==> config.mk <==
export PLATFORM = sky130hd
export DESIGN_NAME = isr_status
export DESIGN_NICKNAME = d
export VERILOG_FILES = /design/src/core/isr_pkg.sv /design/src/core/isr_latch.sv /design/src/core/isr_status.sv
export SDC_FILE = /design/constraint.sdc
export NUM_CORES = 1
export LEC_CHECK = 0
export BUFFER_PORTS_ARGS = -buffer_cell sky130_fd_sc_hd__buf_2
export CORE_AREA = 10 10 114 75
export DETAILED_ROUTE_END_ITERATION = 10
export DIE_AREA = 0 0 124 85
export PLACE_DENSITY = 0.68
export REMOVE_ABC_BUFFERS = 1
export SLEW_MARGIN = 10
export SYNTH_ARGS = -nofsm -noshare
export SYNTH_HDL_FRONTEND = slang
export SYNTH_SLANG_ARGS = --single-unit
==> constraint.sdc <==
create_clock -name clk_sys_i -period 1.32 [get_ports clk_sys_i]
set_input_delay 0.264 -clock clk_sys_i [delete_from_list [all_inputs] [get_ports clk_sys_i]]
set_output_delay 0.264 -clock clk_sys_i [all_outputs]
set_load 0.01 [all_outputs]
==> src/core/isr_pkg.sv <==
// Purpose: Shared constants for the instrument status reporting block
// Assumes: One system clock, synchronous active-high reset
// Notes: Bit positions are the zero-based bit numbers within each register
package isr_pkg;
  // Status summary bit positions
  localparam int SUM_QUES_BIT = 3;
  localparam int SUM_MAV_BIT = 4;
  localparam int SUM_ESB_BIT = 5;
  localparam int SUM_RQS_BIT = 6;
  // Standard event bit positions
  localparam int SE_OPC_BIT = 0;
  localparam int SE_QUERY_BIT = 2;
  localparam int SE_DEV_BIT = 3;
  localparam int SE_EXEC_BIT = 4;
  localparam int SE_CMD_BIT = 5;
  localparam int SE_PON_BIT = 7;
  // Questionable bit positions
  localparam int QD_VOLT_BIT = 0;
  localparam int QD_CURR_BIT = 1;
  localparam int QD_OHM_BIT = 9;
  localparam int QD_LO_BIT = 11;
  localparam int QD_HI_BIT = 12;
  // Masks of implemented bits
  localparam logic [7:0] SE_USED_MASK = 8'hbd;
  localparam logic [15:0] QD_USED_MASK = 16'h1a03;
  localparam logic [7:0] SUM_USED_MASK = 8'h78;
  // Reset values
  localparam logic [7:0] ZERO8 = 8'h00;
  localparam logic [15:0] ZERO16 = 16'h0000;
  // Power-on state machine
  typedef enum logic [1:0] {
    ISR_ST_PON = 2'b00,
    ISR_ST_RUN = 2'b01
  } isr_state_t;
endpackage : isr_pkg

==> src/core/isr_latch.sv <==
// Purpose: Sticky event latch with clear and read-clear
// Assumes: Events are single-cycle or level conditions
// Notes: A set in the clear cycle survives the clear
`timescale 1ns/1ps
module isr_latch #(
  parameter int W = 8,
  parameter logic [W-1:0] USED = '1
) (
  input wire logic clk_sys_i,
  input wire logic sys_rst_i,
  input wire logic ce_i,
  input wire logic clr_i,
  input wire logic [W-1:0] set_i,
  output logic [W-1:0] lat_o
);
  // Latched bits ignore the condition once set; unused bits stay zero
  always_ff @(posedge clk_sys_i) begin
    if (sys_rst_i) begin
      lat_o <= '0;
    end else if (ce_i) begin
      lat_o <= ((clr_i ? '0 : lat_o) | set_i) & USED;
    end
  end
endmodule : isr_latch

==> src/core/isr_status.sv <==
// Summary of operation
// - Enabled questionable events set summary bit 3
// - Summary bit 4 follows output buffer data
// - Enabled standard events set summary bit 5
// - Summary bit 6 is service request
// - Clearing events clears their summary bits
// - Clear-status clears event registers and their summary bits; bit 4 stays
// - Event read clears only its summary bit
// - Summary mask cleared by zero or power-on (power-on clears it only with psc_i 1)
// - Operation complete sets standard bit 0
// - Query errors set standard bit 2
// - Device errors and overload set bit 3
// - Exec bit 4, syntax bit 5, 1,6 zero
// - Power cycle sets standard bit 7
// - Clear-status or read clears standard events
// - Standard mask cleared by zero or power-on (power-on clears it only with psc_i 1)
// - Reset and device clear keep events
// - Range overloads set questionable 0, 1, 9
// - Limit failures set questionable 11, 12
// - Clear-status or query clears questionable events
// - Questionable mask cleared at power-on, preset, zero
// - Overload reported without error queue entry
// - Error queue entries set standard bits 2-5
// - Event bits are latched until cleared
// - Mask reads and clear-status keep masks
//
// Purpose: Status byte, standard event and questionable registers
// Assumes: Command decoder gives one-cycle strobes; psc_i is the stored
//   power-on-clear setting, valid at reset release
// Notes: sys_rst_i stands for power-on; standard and summary masks are held
//   across it when psc_i is 0
`timescale 1ns/1ps
module isr_status
  import isr_pkg::*;
(
  input wire logic clk_sys_i,
  input wire logic sys_rst_i,
  input wire logic ce_i,
  input wire logic psc_i,
  input wire logic cls_i,
  input wire logic se_read_i,
  input wire logic qd_read_i,
  input wire logic sre_wr_i,
  input wire logic ese_wr_i,
  input wire logic qde_wr_i,
  input wire logic preset_i,
  input wire logic [7:0] wdata_i,
  input wire logic outbuf_avail_i,
  input wire logic opc_done_i,
  input wire logic query_err_i,
  input wire logic selftest_fail_i,
  input wire logic cal_fail_i,
  input wire logic overload_i,
  input wire logic exec_err_i,
  input wire logic syntax_err_i,
  input wire logic volt_ovld_i,
  input wire logic curr_ovld_i,
  input wire logic ohm_ovld_i,
  input wire logic limit_lo_i,
  input wire logic limit_hi_i,
  input wire logic [15:0] qde_wdata_i,
  output logic [7:0] status_summary_o,
  output logic [7:0] standard_event_latch_o,
  output logic [15:0] questionable_event_latch_o,
  output logic [7:0] sre_mask_o,
  output logic [7:0] ese_mask_o,
  output logic [15:0] qde_mask_o,
  output logic rqs_o
);
  import isr_pkg::*;

  isr_state_t state_reg;
  logic pon_pulse;
  logic [7:0] se_set;
  logic [15:0] qd_set;
  logic [7:0] se_lat;
  logic [15:0] qd_lat;
  logic se_clr;
  logic qd_clr;
  logic ques_sum;
  logic esb_sum;
  logic [7:0] sum_next;
  logic [7:0] sum_base;
  logic [7:0] sre_reg;
  logic [7:0] ese_reg;
  logic [15:0] qde_reg;

  // Any enabled set bit; shared by both summary paths
  function automatic logic any_enabled16(input logic [15:0] ev,
                                         input logic [15:0] en);
    any_enabled16 = |(ev & en);
  endfunction : any_enabled16

  // One-hot mask of the request bit; it is kept out of its own request term
  function automatic logic [7:0] sum_rqs_mask();
    sum_rqs_mask = ZERO8;
    sum_rqs_mask[SUM_RQS_BIT] = 1'b1;
  endfunction : sum_rqs_mask

  // One pass through PON marks the first cycle after power-on
  always_ff @(posedge clk_sys_i) begin
    if (sys_rst_i) begin
      state_reg <= ISR_ST_PON;
    end else if (ce_i) begin
      state_reg <= ISR_ST_RUN;
    end
  end
  assign pon_pulse = (state_reg == ISR_ST_PON) && ce_i;

  // Event sources; overload feeds events only, no error queue path
  always_comb begin
    se_set = ZERO8;
    se_set[SE_OPC_BIT] = opc_done_i;
    se_set[SE_QUERY_BIT] = query_err_i;
    se_set[SE_DEV_BIT] = selftest_fail_i | cal_fail_i | overload_i;
    se_set[SE_EXEC_BIT] = exec_err_i;
    se_set[SE_CMD_BIT] = syntax_err_i;
    se_set[SE_PON_BIT] = pon_pulse;
    qd_set = ZERO16;
    qd_set[QD_VOLT_BIT] = volt_ovld_i;
    qd_set[QD_CURR_BIT] = curr_ovld_i;
    qd_set[QD_OHM_BIT] = ohm_ovld_i;
    qd_set[QD_LO_BIT] = limit_lo_i;
    qd_set[QD_HI_BIT] = limit_hi_i;
  end

  // Only clear-status or a read clears; reset command is not wired in
  assign se_clr = cls_i | se_read_i;
  assign qd_clr = cls_i | qd_read_i;

  isr_latch #(.W(8), .USED(SE_USED_MASK)) u_se (
    .clk_sys_i(clk_sys_i),
    .sys_rst_i(sys_rst_i),
    .ce_i(ce_i),
    .clr_i(se_clr),
    .set_i(se_set),
    .lat_o(se_lat)
  );

  isr_latch #(.W(16), .USED(QD_USED_MASK)) u_qd (
    .clk_sys_i(clk_sys_i),
    .sys_rst_i(sys_rst_i),
    .ce_i(ce_i),
    .clr_i(qd_clr),
    .set_i(qd_set),
    .lat_o(qd_lat)
  );

  // Questionable mask clears at every power-on, whatever the setting;
  // preset wins over a write that lands in the same cycle
  always_ff @(posedge clk_sys_i) begin
    if (sys_rst_i) begin
      qde_reg <= ZERO16;
    end else if (ce_i) begin
      if (preset_i) begin
        qde_reg <= ZERO16;
      end else if (qde_wr_i) begin
        qde_reg <= qde_wdata_i & QD_USED_MASK;
      end
    end
  end

  // Standard and summary masks survive power-on when psc_i is 0; no reset
  // branch, so in simulation they stay unknown until written or cleared by a power-on with psc_i 1
  always_ff @(posedge clk_sys_i) begin
    if (ce_i) begin
      if (pon_pulse && psc_i) begin
        ese_reg <= ZERO8;
        sre_reg <= ZERO8;
      end else begin
        if (ese_wr_i) begin
          ese_reg <= wdata_i;
        end
        if (sre_wr_i) begin
          sre_reg <= wdata_i & SUM_USED_MASK;
        end
      end
    end
  end

  // Summary from the current latch values, so a latch clear drops its bit
  // on the next edge without a second bookkeeping path
  always_comb begin
    ques_sum = any_enabled16(qd_lat, qde_reg);
    esb_sum = any_enabled16({8'h00, se_lat}, {8'h00, ese_reg});
    sum_base = ZERO8;
    sum_base[SUM_QUES_BIT] = ques_sum;
    sum_base[SUM_MAV_BIT] = outbuf_avail_i;
    sum_base[SUM_ESB_BIT] = esb_sum;
    // Request built from a separate base so bit 6 can never hold itself on
    sum_next = sum_base;
    sum_next[SUM_RQS_BIT] = |(sum_base & sre_reg & ~sum_rqs_mask());
  end

  // Registered outputs; masks read back unchanged by reads and clear
  always_ff @(posedge clk_sys_i) begin
    if (sys_rst_i) begin
      status_summary_o <= ZERO8;
      standard_event_latch_o <= ZERO8;
      questionable_event_latch_o <= ZERO16;
      sre_mask_o <= ZERO8;
      ese_mask_o <= ZERO8;
      qde_mask_o <= ZERO16;
      rqs_o <= 1'b0;
    end else if (ce_i) begin
      status_summary_o <= sum_next;
      standard_event_latch_o <= se_lat;
      questionable_event_latch_o <= qd_lat;
      sre_mask_o <= sre_reg;
      ese_mask_o <= ese_reg;
      qde_mask_o <= qde_reg;
      rqs_o <= sum_next[SUM_RQS_BIT];
    end
  end

  // Assertions
  a_unused_zero: assert property (@(posedge clk_sys_i) disable iff
    (sys_rst_i) (status_summary_o & ~SUM_USED_MASK) == ZERO8)
    else $error("unused summary bit set");
  a_se_unused: assert property (@(posedge clk_sys_i) disable iff
    (sys_rst_i) (se_lat & ~SE_USED_MASK) == ZERO8)
    else $error("unused standard bit set");
  a_qd_unused: assert property (@(posedge clk_sys_i) disable iff
    (sys_rst_i) (qd_lat & ~QD_USED_MASK) == ZERO16)
    else $error("unused questionable bit set");
  a_se_latched: assert property (@(posedge clk_sys_i) disable iff
    (sys_rst_i) ce_i && !se_clr && se_lat[SE_CMD_BIT]
    |=> se_lat[SE_CMD_BIT])
    else $error("standard bit lost without clear");
  a_cls_clears: assert property (@(posedge clk_sys_i) disable iff
    (sys_rst_i) ce_i && cls_i && se_set == ZERO8 && qd_set == ZERO16
    |=> se_lat == ZERO8 && qd_lat == ZERO16)
    else $error("clear-status left events");
  a_syntax_set: assert property (@(posedge clk_sys_i) disable iff
    (sys_rst_i) ce_i && syntax_err_i |=> se_lat[SE_CMD_BIT])
    else $error("syntax error not latched");
  a_ques_sum: assert property (@(posedge clk_sys_i) disable iff
    (sys_rst_i) ce_i |=> status_summary_o[SUM_QUES_BIT] ==
    $past(|(qd_lat & qde_reg)))
    else $error("questionable summary wrong");
  a_mav_follow: assert property (@(posedge clk_sys_i) disable iff
    (sys_rst_i) ce_i |=> status_summary_o[SUM_MAV_BIT] ==
    $past(outbuf_avail_i))
    else $error("message available wrong");
  a_rqs_match: assert property (@(posedge clk_sys_i) disable iff
    (sys_rst_i) rqs_o == status_summary_o[SUM_RQS_BIT])
    else $error("service request mismatch");
  a_mask_keep: assert property (@(posedge clk_sys_i) disable iff
    (sys_rst_i) ce_i && cls_i && !preset_i && !qde_wr_i
    |=> qde_reg == $past(qde_reg))
    else $error("clear-status changed mask");
  a_pon_sets: assert property (@(posedge clk_sys_i) disable iff
    (sys_rst_i) pon_pulse |=> se_lat[SE_PON_BIT])
    else $error("power-on bit not latched");
  a_opc_set: assert property (@(posedge clk_sys_i) disable iff
    (sys_rst_i) ce_i && opc_done_i |=> se_lat[SE_OPC_BIT])
    else $error("operation complete not latched");
  a_se_read_clr: assert property (@(posedge clk_sys_i) disable iff
    (sys_rst_i) ce_i && se_read_i && se_set == ZERO8
    |=> se_lat == ZERO8)
    else $error("standard read left events");
  a_qd_read_clr: assert property (@(posedge clk_sys_i) disable iff
    (sys_rst_i) ce_i && qd_read_i && qd_set == ZERO16
    |=> qd_lat == ZERO16)
    else $error("questionable query left events");
  a_qd_latched: assert property (@(posedge clk_sys_i) disable iff
    (sys_rst_i) ce_i && !qd_clr && qd_lat[QD_LO_BIT]
    |=> qd_lat[QD_LO_BIT])
    else $error("questionable bit lost without clear");
  // The summary lags the latch by one enabled edge, hence the extra step
  a_esb_drop: assert property (@(posedge clk_sys_i) disable iff
    (sys_rst_i) ce_i && se_clr && se_set == ZERO8 ##1 ce_i
    |=> !status_summary_o[SUM_ESB_BIT])
    else $error("standard summary kept after clear");
  a_ques_drop: assert property (@(posedge clk_sys_i) disable iff
    (sys_rst_i) ce_i && qd_clr && qd_set == ZERO16 ##1 ce_i
    |=> !status_summary_o[SUM_QUES_BIT])
    else $error("questionable summary kept after clear");
  a_psc_clear: assert property (@(posedge clk_sys_i) disable iff
    (sys_rst_i) pon_pulse && psc_i
    |=> sre_reg == ZERO8 && ese_reg == ZERO8)
    else $error("masks kept with clear setting on");
  a_psc_keep: assert property (@(posedge clk_sys_i) disable iff
    (sys_rst_i) pon_pulse && !psc_i && !sre_wr_i && !ese_wr_i
    |=> sre_reg == $past(sre_reg) && ese_reg == $past(ese_reg))
    else $error("masks lost with clear setting off");
  a_qde_pon: assert property (@(posedge clk_sys_i) disable iff
    (sys_rst_i) $fell(sys_rst_i) |-> qde_reg == ZERO16)
    else $error("questionable mask kept over power-on");
  a_preset_clr: assert property (@(posedge clk_sys_i) disable iff
    (sys_rst_i) ce_i && preset_i |=> qde_reg == ZERO16)
    else $error("preset left questionable mask");
  a_rqs_cause: assert property (@(posedge clk_sys_i) disable iff
    (sys_rst_i) rqs_o ==
    |(status_summary_o & sre_mask_o & ~sum_rqs_mask()))
    else $error("service request without enabled cause");

  // Main scenarios
  c_rqs: cover property (@(posedge clk_sys_i) rqs_o);
  c_read_clr: cover property (@(posedge clk_sys_i) se_read_i &&
    se_lat != ZERO8);
  c_cls: cover property (@(posedge clk_sys_i) cls_i && qd_lat != ZERO16);
  c_ques_sum: cover property (@(posedge clk_sys_i)
    status_summary_o[SUM_QUES_BIT]);
  c_psc_keep: cover property (@(posedge clk_sys_i) pon_pulse && !psc_i);
endmodule : isr_status

# == Yosys cells after proc, flatten, opt, wreduce, memory -nomap -nowiden ==
# Index checks and enable logic that the tools add are counted.
# totals
ff_bits,84
input_bits,48
out_inout_bits,65
elab_cells,40
# classes
n_mux,6
bitwise_logic,9
reduce_logical,12
# ops
operator,n
16-bit two-way mux,2
16-bit OR reduction,2
13-bit by 16-bit AND with 16-bit output,1
8-bit two-way mux,2
13-bit two-way mux,1
13-bit OR,1
8-bit AND,1
8-bit OR,1
7-bit two-way mux,1
7-bit OR reduction,1
6-bit AND,1
2-bit AND reduction,3
2-bit nonzero test,3
1-bit OR,4
1-bit logical AND,2
2-bit logical NOT,1

# == Depth between registers and ports, before layout ==
# Gate-level depths: netlist of run 1.
# logic_depth
ltp_word,5
depth_mapped,5
mapped_depth_nobuf,3

# == Hierarchy ==
# Synthesis of run 1 repeated with hierarchy kept, for this count alone.
# hier_totals
hier_cells,292
hier_area_um2,3056.7
# modules_own_cells
mod,n_inst,cells_each,area_each_um2,seq_area_each_um2
isr_status,1,228,2492.4,1381.3
isr_latch at u_qd,1,34,290.3,100.1
isr_latch at u_se,1,30,274.0,120.1

# == Least setup slack after synthesis of run 1 ==
# No wires, ideal clock.
# synth_timing
path_type,in2reg
start,input ce_i
end,register ese_reg[0] (enable)
setup_time_ns,0.329
arrival_ns,0.910
required_time_ns,0.991
slack_ns,0.081
path_stages,5
path_buffers,3
path_cell_list,buf_4 -> buf_6 -> buf_6 -> nand2_1 -> nand2_1
# synth_between
elab_chain_len,4
# synth_lines
element,line_no,text
start: declaration,isr_status.sv:38,"input wire logic ce_i,"
1-bit logical AND,isr_status.sv:108,assign pon_pulse = (state_reg == ISR_ST_PON) && ce_i;
1-bit logical AND,isr_status.sv:167,if (pon_pulse && psc_i) begin
2-bit nonzero test (no source line),--,
2-bit AND reduction (no source line) (*),--,
end signal: assignment,isr_status.sv:172,ese_reg <= wdata_i;
end: declaration,isr_status.sv:85,logic [7:0] ese_reg;
# Every way passes the cells marked *; elsewhere a longest branch is shown, timed or not.
# A chain may end at the register's enable or synchronous reset.

# == Worst setup path in the final report of run 1 ==
# layout_timing
start,register qde_reg[1]
end,register rqs_o
# layout_between
elab_chain_len,4
# layout_lines
element,line_no,text
start: declaration,isr_status.sv:86,logic [15:0] qde_reg;
start signal: assignment,isr_status.sv:158,qde_reg <= qde_wdata_i & QD_USED_MASK;
13-bit by 16-bit AND with 16-bit output,isr_status.sv:91,any_enabled16 = |(ev & en);
16-bit OR reduction,isr_status.sv:91,
6-bit AND,isr_status.sv:192,sum_next[SUM_RQS_BIT] = |(sum_base & sre_reg & ~sum_rqs_mask());
7-bit OR reduction,isr_status.sv:192,
end signal: assignment,isr_status.sv:212,rqs_o <= sum_next[SUM_RQS_BIT];
end: declaration,isr_status.sv:68,output logic rqs_o
# Every way passes these cells.

==> results of run 1 <==
-- layout make-up --
class                   instances  area (sq um)
fillers                       649          3430
flip-flops and latches         61          1340
multi-input cells             162           957
repair buffers                 81           435
clock buffers                  10           128
well taps                      87           109
clock inverters                 6          77.6
-- cell usage in the layout (no fill, tap or decap), types with 2 or more instances in the layout --
cell type / netlist / final
clkinv_1: 0 / 2
and2_1: 8 / 8
conb_1: 1 / 32
bufinv_16: 0 / 2
o21ai_1: 2 / 2
edfxtp_1: 12 / 12
a211oi_2: 2 / 2
nand2_1: 11 / 10
a22o_1: 3 / 3
mux2i_1: 29 / 29
a21oi_1: 2 / 2
buf_2: 3 / 69
dfxtp_1: 49 / 49
clkbuf_8: 0 / 9
nor2_1: 47 / 47
a22oi_1: 13 / 13
clkinv_2: 0 / 2
buf_4: 37 / 12
-- power by group through the flow --
stage | clock network [mW] | registers (mW) | logic (mW)
global route | 1.86 | 2.08 | 0.507
floorplan | 0 | 2.12 | 0.203
detailed placement | 0 | 2.11 | 0.456
CTS | 1.77 | 2.07 | 0.459
finish | 1.73 | 2.07 | 0.457
global placement | 0 | 2.11 | 0.446
-- stage by stage --
step,area [sq um],worst slack [ns]
floorplan,2300,0.162
global placement,2840,-0.000617
detailed placement,2840,-0.0297
CTS,3050,0.0647
global route,3050,0.0105
finish,3050,0.0555
-- worst min-delay path by stage --
| stage | slack, ns | to | start |
|---|---|---|---|
| after floorplan | 0.33 | u_se.lat_o[3] | sys_rst_i |
| after global placement | 0.44 | state_reg[0] | state_reg[0] |
| after detailed placement | 0.46 | qde_reg[0] | qde_reg[0] |
| after CTS | 0.16 | qde_reg[1] | qde_wdata_i[1] |
| after global routing | 0.18 | qde_reg[1] | qde_wdata_i[1] |
| final | 0.18 | qde_reg[1] | qde_wdata_i[1] |
-- layer usage --
metal  routed length [um]  vias up  GRT usage, %
li1                     -      902             -
met1                 2750      833          14.0
met2                 2720       55          16.4
met3                  601        6          6.02
met4                   61        0          3.65
met5                    0        -             0
-- repair_timing --
action                                  in CTS  in global routing
buffers inserted                             0                  0
endpoints found under the setup margin       2                  0
hold endpoints to repair                     0                  0
resized for setup                            1                  0
-- cell families after synthesis --
logic type,count (synthesis)
buf+inv,44
other cells,1
flops,61
compound gates,30
mux,29
simple gates,71
-- worst min-delay path, delay by kind of cell --
family | cells | cell delay (ns)
buffers and inverters | 1 | 0.08
and+or+nand+nor | 1 | 0.07
AOI/OAI and AO/OA | 1 | 0.06
==> results.toml, run 1 <==
[cells_and_area]
drive_gt1_share_pct = 31.3
fin_util_pct = 47.1
instances_no_fill = 407
insertedDiodeCount = 0
fin_nets = 363
area_growth_syn_to_layout_pct = 21.8

[timing]
drv_slew = 0
setup-tns-final_ns = 0
finalCritPeriodShare_pct = 95.8
finalSetupViolCount = 0
final.setup_skew_ns = 0.00769
rsz0062_at_grt = "false"
whs_ns = 0.180
hold_viol_final = 0
fin_crit_ns = 1.26
fmax_ghz = 0.791

[clocking]
clock_path_buffers = 2
clk_pin_slew_ns = 0.06
cts_num_sinks = 61
ctsHoldBuffers = 0
cts_tree = "built"
clock_latency_ns = 0.33
htreeDepth = 3
cts_made_buffers = 9
cts_root_buf = "clkbuf_8"

[yosys]
synth_area_leader_cell = "dfxtp_1"
postSynthCellCount = 236
ys_seq_area_share_pct = 53.6
syn_area_per_cell_sq_um = 10.6
synth-warning-count = 0
synthTopCellsByCount = "dfxtp_1, nor2_1, buf_4, mux2i_1, a22oi_1"
synthTopCellsByArea = "dfxtp_1, edfxtp_1, mux2i_1, buf_4, nor2_1"
ys.flop_type = "dfxtp_1"
synth_top_family_by_area = "buffers and inverters"
synth-simple-area-share_pct = 12.2
synth_compound_area_share_pct = 9.60
synth_adder_area_share_pct = 0
synth_seq_cells = 61
post-synth-top-count-cell = "dfxtp_1"
synth_xor_area_share_pct = 0
syn_area_sq_mm = 0.00250
yosys-mux-area-fraction_pct = 11.6
synth_top_area_share_pct = 39.2
synth_edf_count = 12
synth_cell_type_count = 29
async_flop_share_pct = 0

[power]
p_int_mw = 3.25
combPwrFrac_pct = 10.7
power.leakage_nw = 1.47
clkPwrFrac_pct = 40.6
swShare_pct = 23.7
power_density_mw_per_mm2 = 1400
power_frac_seq_pct = 48.7
peakVddDrop_v = 0.000581
finalPower_mw = 4.26
p_sw_mw = 1.01

[global_route]
grt_first_pass_wirelength_mm = 9.32
grt_pass1_vias = 1814
antenna_found_initial = 0
grt_max_degree = 25
overflow = 0
grt_use_total_pct = 11.3

[drt]
dr.pass1.iters = 4
wl_per_cell_um = 15.0
wl_mm = 6.12
vias = 1796
drt-initial-drc-count = 142
drc = 0
via_per_inst = 4.41
postRouteAntennaNets = 0

[setup_path]
worstReg2RegStart = "qde_reg[1]"
crit_path_top_delay_cell = "a222oi_1"
critPathRequiredTime_ns = 1.52
regToRegEndpoint = "rqs_o"
reg2reg_slack_ns = 0.06
critPathBufInv = 0
critPathArrivalTime_ns = 1.47
reg2reg_depth = 3
cp-end-kind = "flip-flop"
cp_cell_sequence = "a222oi_1 > and3_1 > o211ai_1"
critPathLaunchType = "flip-flop"
worst_path_largest_cell_delay_ns = 0.42
criticalPathCategory = "reg -> reg"
cp_max_fo = 3
worstSetupStartpoint = "qde_reg[1]"
path_depth = 3
critical-path-top-delay-family = "compound AO/OA/AOI/OAI gates"
cp-endpoint = "rqs_o"

[floorplan]
die-area_sq_mm = 0.0105
die_y_um = 85
pin_count = 113
die_w_um = 124
core-area_sq_mm = 0.00647
initial_utilization_pct = 38.6
core.rowCount = 23

[worst_hold_path]
whs_path_depth = 3
hold_class = "in -> reg"

[placed_design]
hpwl_mm = 4.80
port_buffers = 69
dp.cells = 391
gp_congestion = 0.762

[run]
drv_cap = 0

[status]
status = "completed"
Power figures use the tool's default switching activity.
==> run 2: changes to the inputs <==
--- a/config.mk
+++ b/config.mk
@@ -5,10 +5,10 @@
 export SDC_FILE = /design/constraint.sdc
 export NUM_CORES = 1
 export LEC_CHECK = 0
-export BUFFER_PORTS_ARGS = -buffer_cell sky130_fd_sc_hd__buf_2
-export CORE_AREA = 10 10 114 75
+export BUFFER_PORTS_ARGS = -buffer_cell sky130_fd_sc_hd__buf_4
+export CORE_AREA = 2 2 106 67
 export DETAILED_ROUTE_END_ITERATION = 10
-export DIE_AREA = 0 0 124 85
+export DIE_AREA = 0 0 108 69
 export PLACE_DENSITY = 0.68
 export REMOVE_ABC_BUFFERS = 1
 export SLEW_MARGIN = 10
==> constraint.sdc (replaced) <==
create_clock -name clk_sys_i -period 1.6 [get_ports clk_sys_i]
set_input_delay 0.32 -clock clk_sys_i [delete_from_list [all_inputs] [get_ports clk_sys_i]]
set_output_delay 0.32 -clock clk_sys_i [all_outputs]
set_load 0.01 [all_outputs]
==> run 2 against run 1 <==
Effect of this change: non-clock buffer count down 6; first-iteration DRC count fell by 52%; combinational power fell by 11%; highest routed layer unchanged; via count fell by 1.3%; critical path type unchanged.
==> results.toml, run 2 (same netlist as run 1, synthesis figures left out) <==
[cells_and_area]
regArea_sq_mm = 0.00134
area_growth_syn_to_layout_pct = 25.1
multi_input_area_sq_um = 955
insertedDiodeCount = 0
final_common_cell = "buf_4"
fin_nets = 357
final_cell_mix = "buf_4, dfxtp_1, nor2_1"
fillers = 623
drive_gt1_share_pct = 28.7
fin_util_pct = 48.4

[drt]
vias = 1773
wl_mm = 5.19
wl_per_cell_um = 12.9
drt-initial-drc-count = 68
dr.pass1.iters = 4
drc = 0
postRouteAntennaNets = 0
via_per_inst = 4.42

[timing]
drv_slew = 0
rsz0062_at_grt = "false"
finalSetupViolCount = 0
fmax_ghz = 0.797
setup-tns-final_ns = 0
hold_viol_final = 0
worst_slack_ns = 0.345
slew_headroom_pct = 61.6
fin_crit_ns = 1.26
final.setup_skew_ns = 0.00601
finalCritPeriodShare_pct = 78.5
whs_ns = 0.233
tightest_slew_ns = 0.572

[floorplan]
pin_count = 113
die_w_um = 108
die_y_um = 69
initial_utilization_pct = 38.6
core-area_sq_mm = 0.00647
core.rowCount = 23
die-area_sq_mm = 0.00745

[clocking]
clock_path_buffers = 2
cts_root_buf = "clkbuf_8"
post_cts_resized = 0
clk_pin_slew_ns = 0.06
ctsHoldBuffers = 0
htreeDepth = 3
cts_num_sinks = 61
cts_made_buffers = 9
cts_tree = "built"
postCtsSetupRepairBufs = 0
clock_latency_ns = 0.33

[setup_path]
crit_path_top_delay_cell = "edfxtp_1"
critPathArrivalTime_ns = 1.45
reg2reg_slack_ns = 0.34
cp-end-kind = "flip-flop"
reg2reg_depth = 3
critPathRequiredTime_ns = 1.80
worstSetupStartpoint = "ese_reg[7]"
cp-endpoint = "rqs_o"
criticalPathCategory = "reg -> reg"
critPathLaunchType = "flip-flop"
regToRegEndpoint = "rqs_o"
cp_max_fo = 2
worst_path_largest_cell_delay_ns = 0.40
worstReg2RegStart = "ese_reg[7]"
cp_cell_sequence = "a22o_1 > o311ai_1 > o211ai_1"

[status]
status = "completed"

[placed_design]
place_ws_ns = 0.234
gp_congestion = 0.802
hpwl_mm = 3.87
port_buffers = 69

[global_route]
overflow = 0
grt_first_pass_wirelength_mm = 8.20
grt_max_degree = 22
grt_pass1_vias = 1714
grt_use_total_pct = 14.5
antenna_found_initial = 0

[power]
power_density_mw_per_mm2 = 1020
peakVddDrop_v = 0.000397
power.leakage_nw = 1.45
finalPower_mw = 3.20

[worst_hold_path]
hold_class = "in -> reg"

[run]
drv_cap = 0
-- run 2: cell count changes in the layout (fill, tap and decap cells not counted), sizes merged --
cell    previous run  this run
clkbuf            10        13
clkinv             4         3
buf               81        75
bufinv             2         0
-- run 2: metrics by stage --
step | instance area [sq um] | cells
2_1_floorplan | 2300 | 223
3_3_place_gp | 2980 | 385
3_5_place_dp | 2980 | 385
4_1_cts | 3130 | 401
5_1_grt | 3130 | 401
6_report | 3130 | 401
-- run 2: worst min-delay path by stage --
stage,start,to,slack [ns],cells after the start
2_1_floorplan,sys_rst_i,u_se.lat_o[3],0.38,1
3_3_place_gp,state_reg[0],state_reg[0],0.44,2
3_5_place_dp,state_reg[0],state_reg[0],0.46,2
4_1_cts,qde_wdata_i[9],qde_reg[9],0.22,3
5_1_grt,qde_wdata_i[12],qde_reg[12],0.24,3
6_report,qde_wdata_i[9],qde_reg[9],0.23,3
-- run 2: cell type report --
type | instances | share of cell area [%]
tap | 87 | 3.48
clock inverter | 3 | 0.400
sequential | 61 | 42.8
timing repair buffer | 75 | 18.4
clock buffer | 13 | 4.43
multi-input combinational | 162 | 30.5
-- run 2: report_power, final --
| part | internal, mW | total, mW | switching [mW] |
|---|---|---|---|
| clock | 0.551 | 1.08 | 0.533 |
| combinational | 0.198 | 0.407 | 0.209 |
| sequential | 1.66 | 1.71 | 0.0516 |
-- run 2: layer usage --
metal / global-route usage (%) / up-vias / wire length, um
met5: 0 / - / 0
met4: 4.27 / 0 / 31
met3: 6.62 / 5 / 342
met2: 20.9 / 48 / 2260
met1: 19.5 / 830 / 2550
li1: - / 890 / -
-- run 2: critical path, delay by kind of cell, from the launching register on --
family	cells	cell delay [ns]
compound gates	3	0.74
flops	1	0.40
==> run 3: changes to the inputs <==
==> constraint.sdc (replaced) <==
create_clock -name clk_sys_i -period 1.2 [get_ports clk_sys_i]
set_input_delay 0.24 -clock clk_sys_i [delete_from_list [all_inputs] [get_ports clk_sys_i]]
set_output_delay 0.24 -clock clk_sys_i [all_outputs]
set_load 0.01 [all_outputs]
==> run 3 against run 2 <==
Effect of this change: critical endpoint unchanged; clock power increased by 68%; first-iteration DRC count decreased by 5.9%; critical path depth unchanged; design area increased by 5.3%; worst setup slack got worse by 0.37 ns; count of clock-buffer cells in the layout increased by 2; clock skew about the same; utilization increased by 2.6 points; cell count increased by 3.2%; wire length increased by 4.4%; the flow now finishes with violations (setup timing); combinational power increased by 44%.
==> results.toml, run 3 (same netlist as run 1, synthesis figures left out) <==
[status]
status = "finished, violations left"
violations = "setup timing"

[placed_design]
hpwl_mm = 4.01
gp_congestion = 0.764
dp.cells = 396
place_area_sq_mm = 0.00305
port_buffers = 69

[timing]
hold_viol_final = 0
setup-tns-final_ns = -0.0289
drv_slew = 0
worst_slack_ns = -0.0289
fin_crit_ns = 1.23
final.setup_skew_ns = 0.00575
finalCritPeriodShare_pct = 102
fmax_ghz = 0.814
finalSetupViolCount = 1
rsz0062_at_grt = "true"

[global_route]
grt_first_pass_wirelength_mm = 8.57
overflow = 0
antenna_found_initial = 0
grt_max_degree = 19
grt_use_total_pct = 15.1
grt_pass1_vias = 1737

[setup_path]
criticalPathCategory = "reg -> reg"
cp_max_fo = 3
worstReg2RegStart = "u_qd.lat_o[1]"
worst_path_largest_cell_delay_ns = 0.39
crit_path_top_delay_cell = "a222oi_1"
reg2reg_slack_ns = -0.03
regToRegEndpoint = "rqs_o"
critPathArrivalTime_ns = 1.44
reg2reg_depth = 3
critPathRequiredTime_ns = 1.41
critPathLaunchType = "flip-flop"
cp-end-kind = "flip-flop"
cp_cell_sequence = "a222oi_1 > and3_1 > o211ai_1"

[cells_and_area]
final_cell_mix = "buf_4, nor2_1, dfxtp_1"
fillers = 599
final_common_cell = "buf_4"
fin_nets = 370
insertedDiodeCount = 0
finalInstanceArea_sq_mm = 0.00330
area_growth_syn_to_layout_pct = 31.8
multi_input_area_sq_um = 981
drive_gt1_share_pct = 34.6
instances_no_fill = 414
regArea_sq_mm = 0.00134
fin_util_pct = 50.9

[clocking]
cts_tree = "built"
ctsHoldBuffers = 0
cts_num_sinks = 61
cts_made_buffers = 9
clock_path_buffers = 2
htreeDepth = 3
clock_latency_ns = 0.33
clk_pin_slew_ns = 0.06
cts_root_buf = "clkbuf_8"

[drt]
postRouteAntennaNets = 0
wl_mm = 5.41
wl_per_cell_um = 13.1
drt-initial-drc-count = 64
vias = 1853
drc = 0
via_per_inst = 4.48
dr.pass1.iters = 4

[floorplan]
core.rowCount = 23
die-area_sq_mm = 0.00745
die_y_um = 69
initial_utilization_pct = 38.6
pin_count = 113
die_w_um = 108
core-area_sq_mm = 0.00647

[worst_hold_path]
whs_path_depth = 3
hp-start = "qde_wdata_i[9]"
min_to = "qde_reg[9]"
hold_class = "in -> reg"

[power]
finalPower_mw = 4.68
power_density_mw_per_mm2 = 1420
peakVddDrop_v = 0.000680
power.leakage_nw = 1.55

[run]
drv_cap = 0
[run 3: changes by cell type in the layout (fill, tap and decap cells not counted), sizes merged]
cell	previous run	this run
buf	75	88
clkinv	3	0
clkbuf	13	15
bufinv	0	1
[run 3: worst max-delay path: cells and delay by family, from the launching register on]
family / cells / cell delay (ns)
AO/OA/AOI/OAI: 2 / 0.50
flip-flops: 1 / 0.32
AND/OR/NAND/NOR: 1 / 0.28
[run 3: power breakdown]
group	total, mW	internal (mW)	switching, mW
clock	1.81	1.08	0.736
combinational	0.587	0.294	0.293
sequential	2.28	2.21	0.0692
[run 3: layer usage]
metal	vias up	wire (um)	share of wire (%)	track usage (%)
li1	915	-	-	-
met1	868	2590	48	21.2
met2	63	2400	44	21.0
met3	7	371	6.9	5.77
met4	0	52	0.96	5.56
met5	-	0	0	0
[run 3: repair_timing]
| item | 4_1_cts | 5_1_grt |
|---|---|---|
| pin swaps | 2 | 0 |
| endpoints found under the setup margin | 20 | 26 |
| gates resized for setup | 6 | 5 |
| setup buffers | 2 | 0 |
[run 3: per-stage QoR]
| step | setup slack (ns) | hold WS (ns) |
|---|---|---|
| final | -0.0289 | 0.139 |
| after global routing | -0.0645 | 0.160 |
| after CTS | -0.00142 | 0.125 |
| after detailed placement | -0.0967 | 0.452 |
| after global placement | -0.0861 | 0.440 |
| after floorplan | 0.0424 | 0.302 |
[run 3: area by class of cell]
cell class / count / area share [%]
flip-flops and latches: 61 / 40.7
repair buffers: 88 / 20.3
multi-input cells: 162 / 29.7
well taps: 87 / 3.30
clock inverters: 1 / 0.910
clock buffers: 15 / 5.05
[run 3: worst max-delay path by stage]
stage             startpoint          to  slack (ns)  cells after the start
5_1_grt           qde_reg[1]       rqs_o       -0.06                      3
3_5_place_dp    state_reg[0]  ese_reg[4]        -0.1                      3
6_report       u_qd.lat_o[1]       rqs_o       -0.03                      3
4_1_cts         state_reg[0]  sre_reg[3]      -0.001                      4
2_1_floorplan   state_reg[0]  ese_reg[0]        0.04                      3
3_3_place_gp    state_reg[0]  ese_reg[4]       -0.09                      3
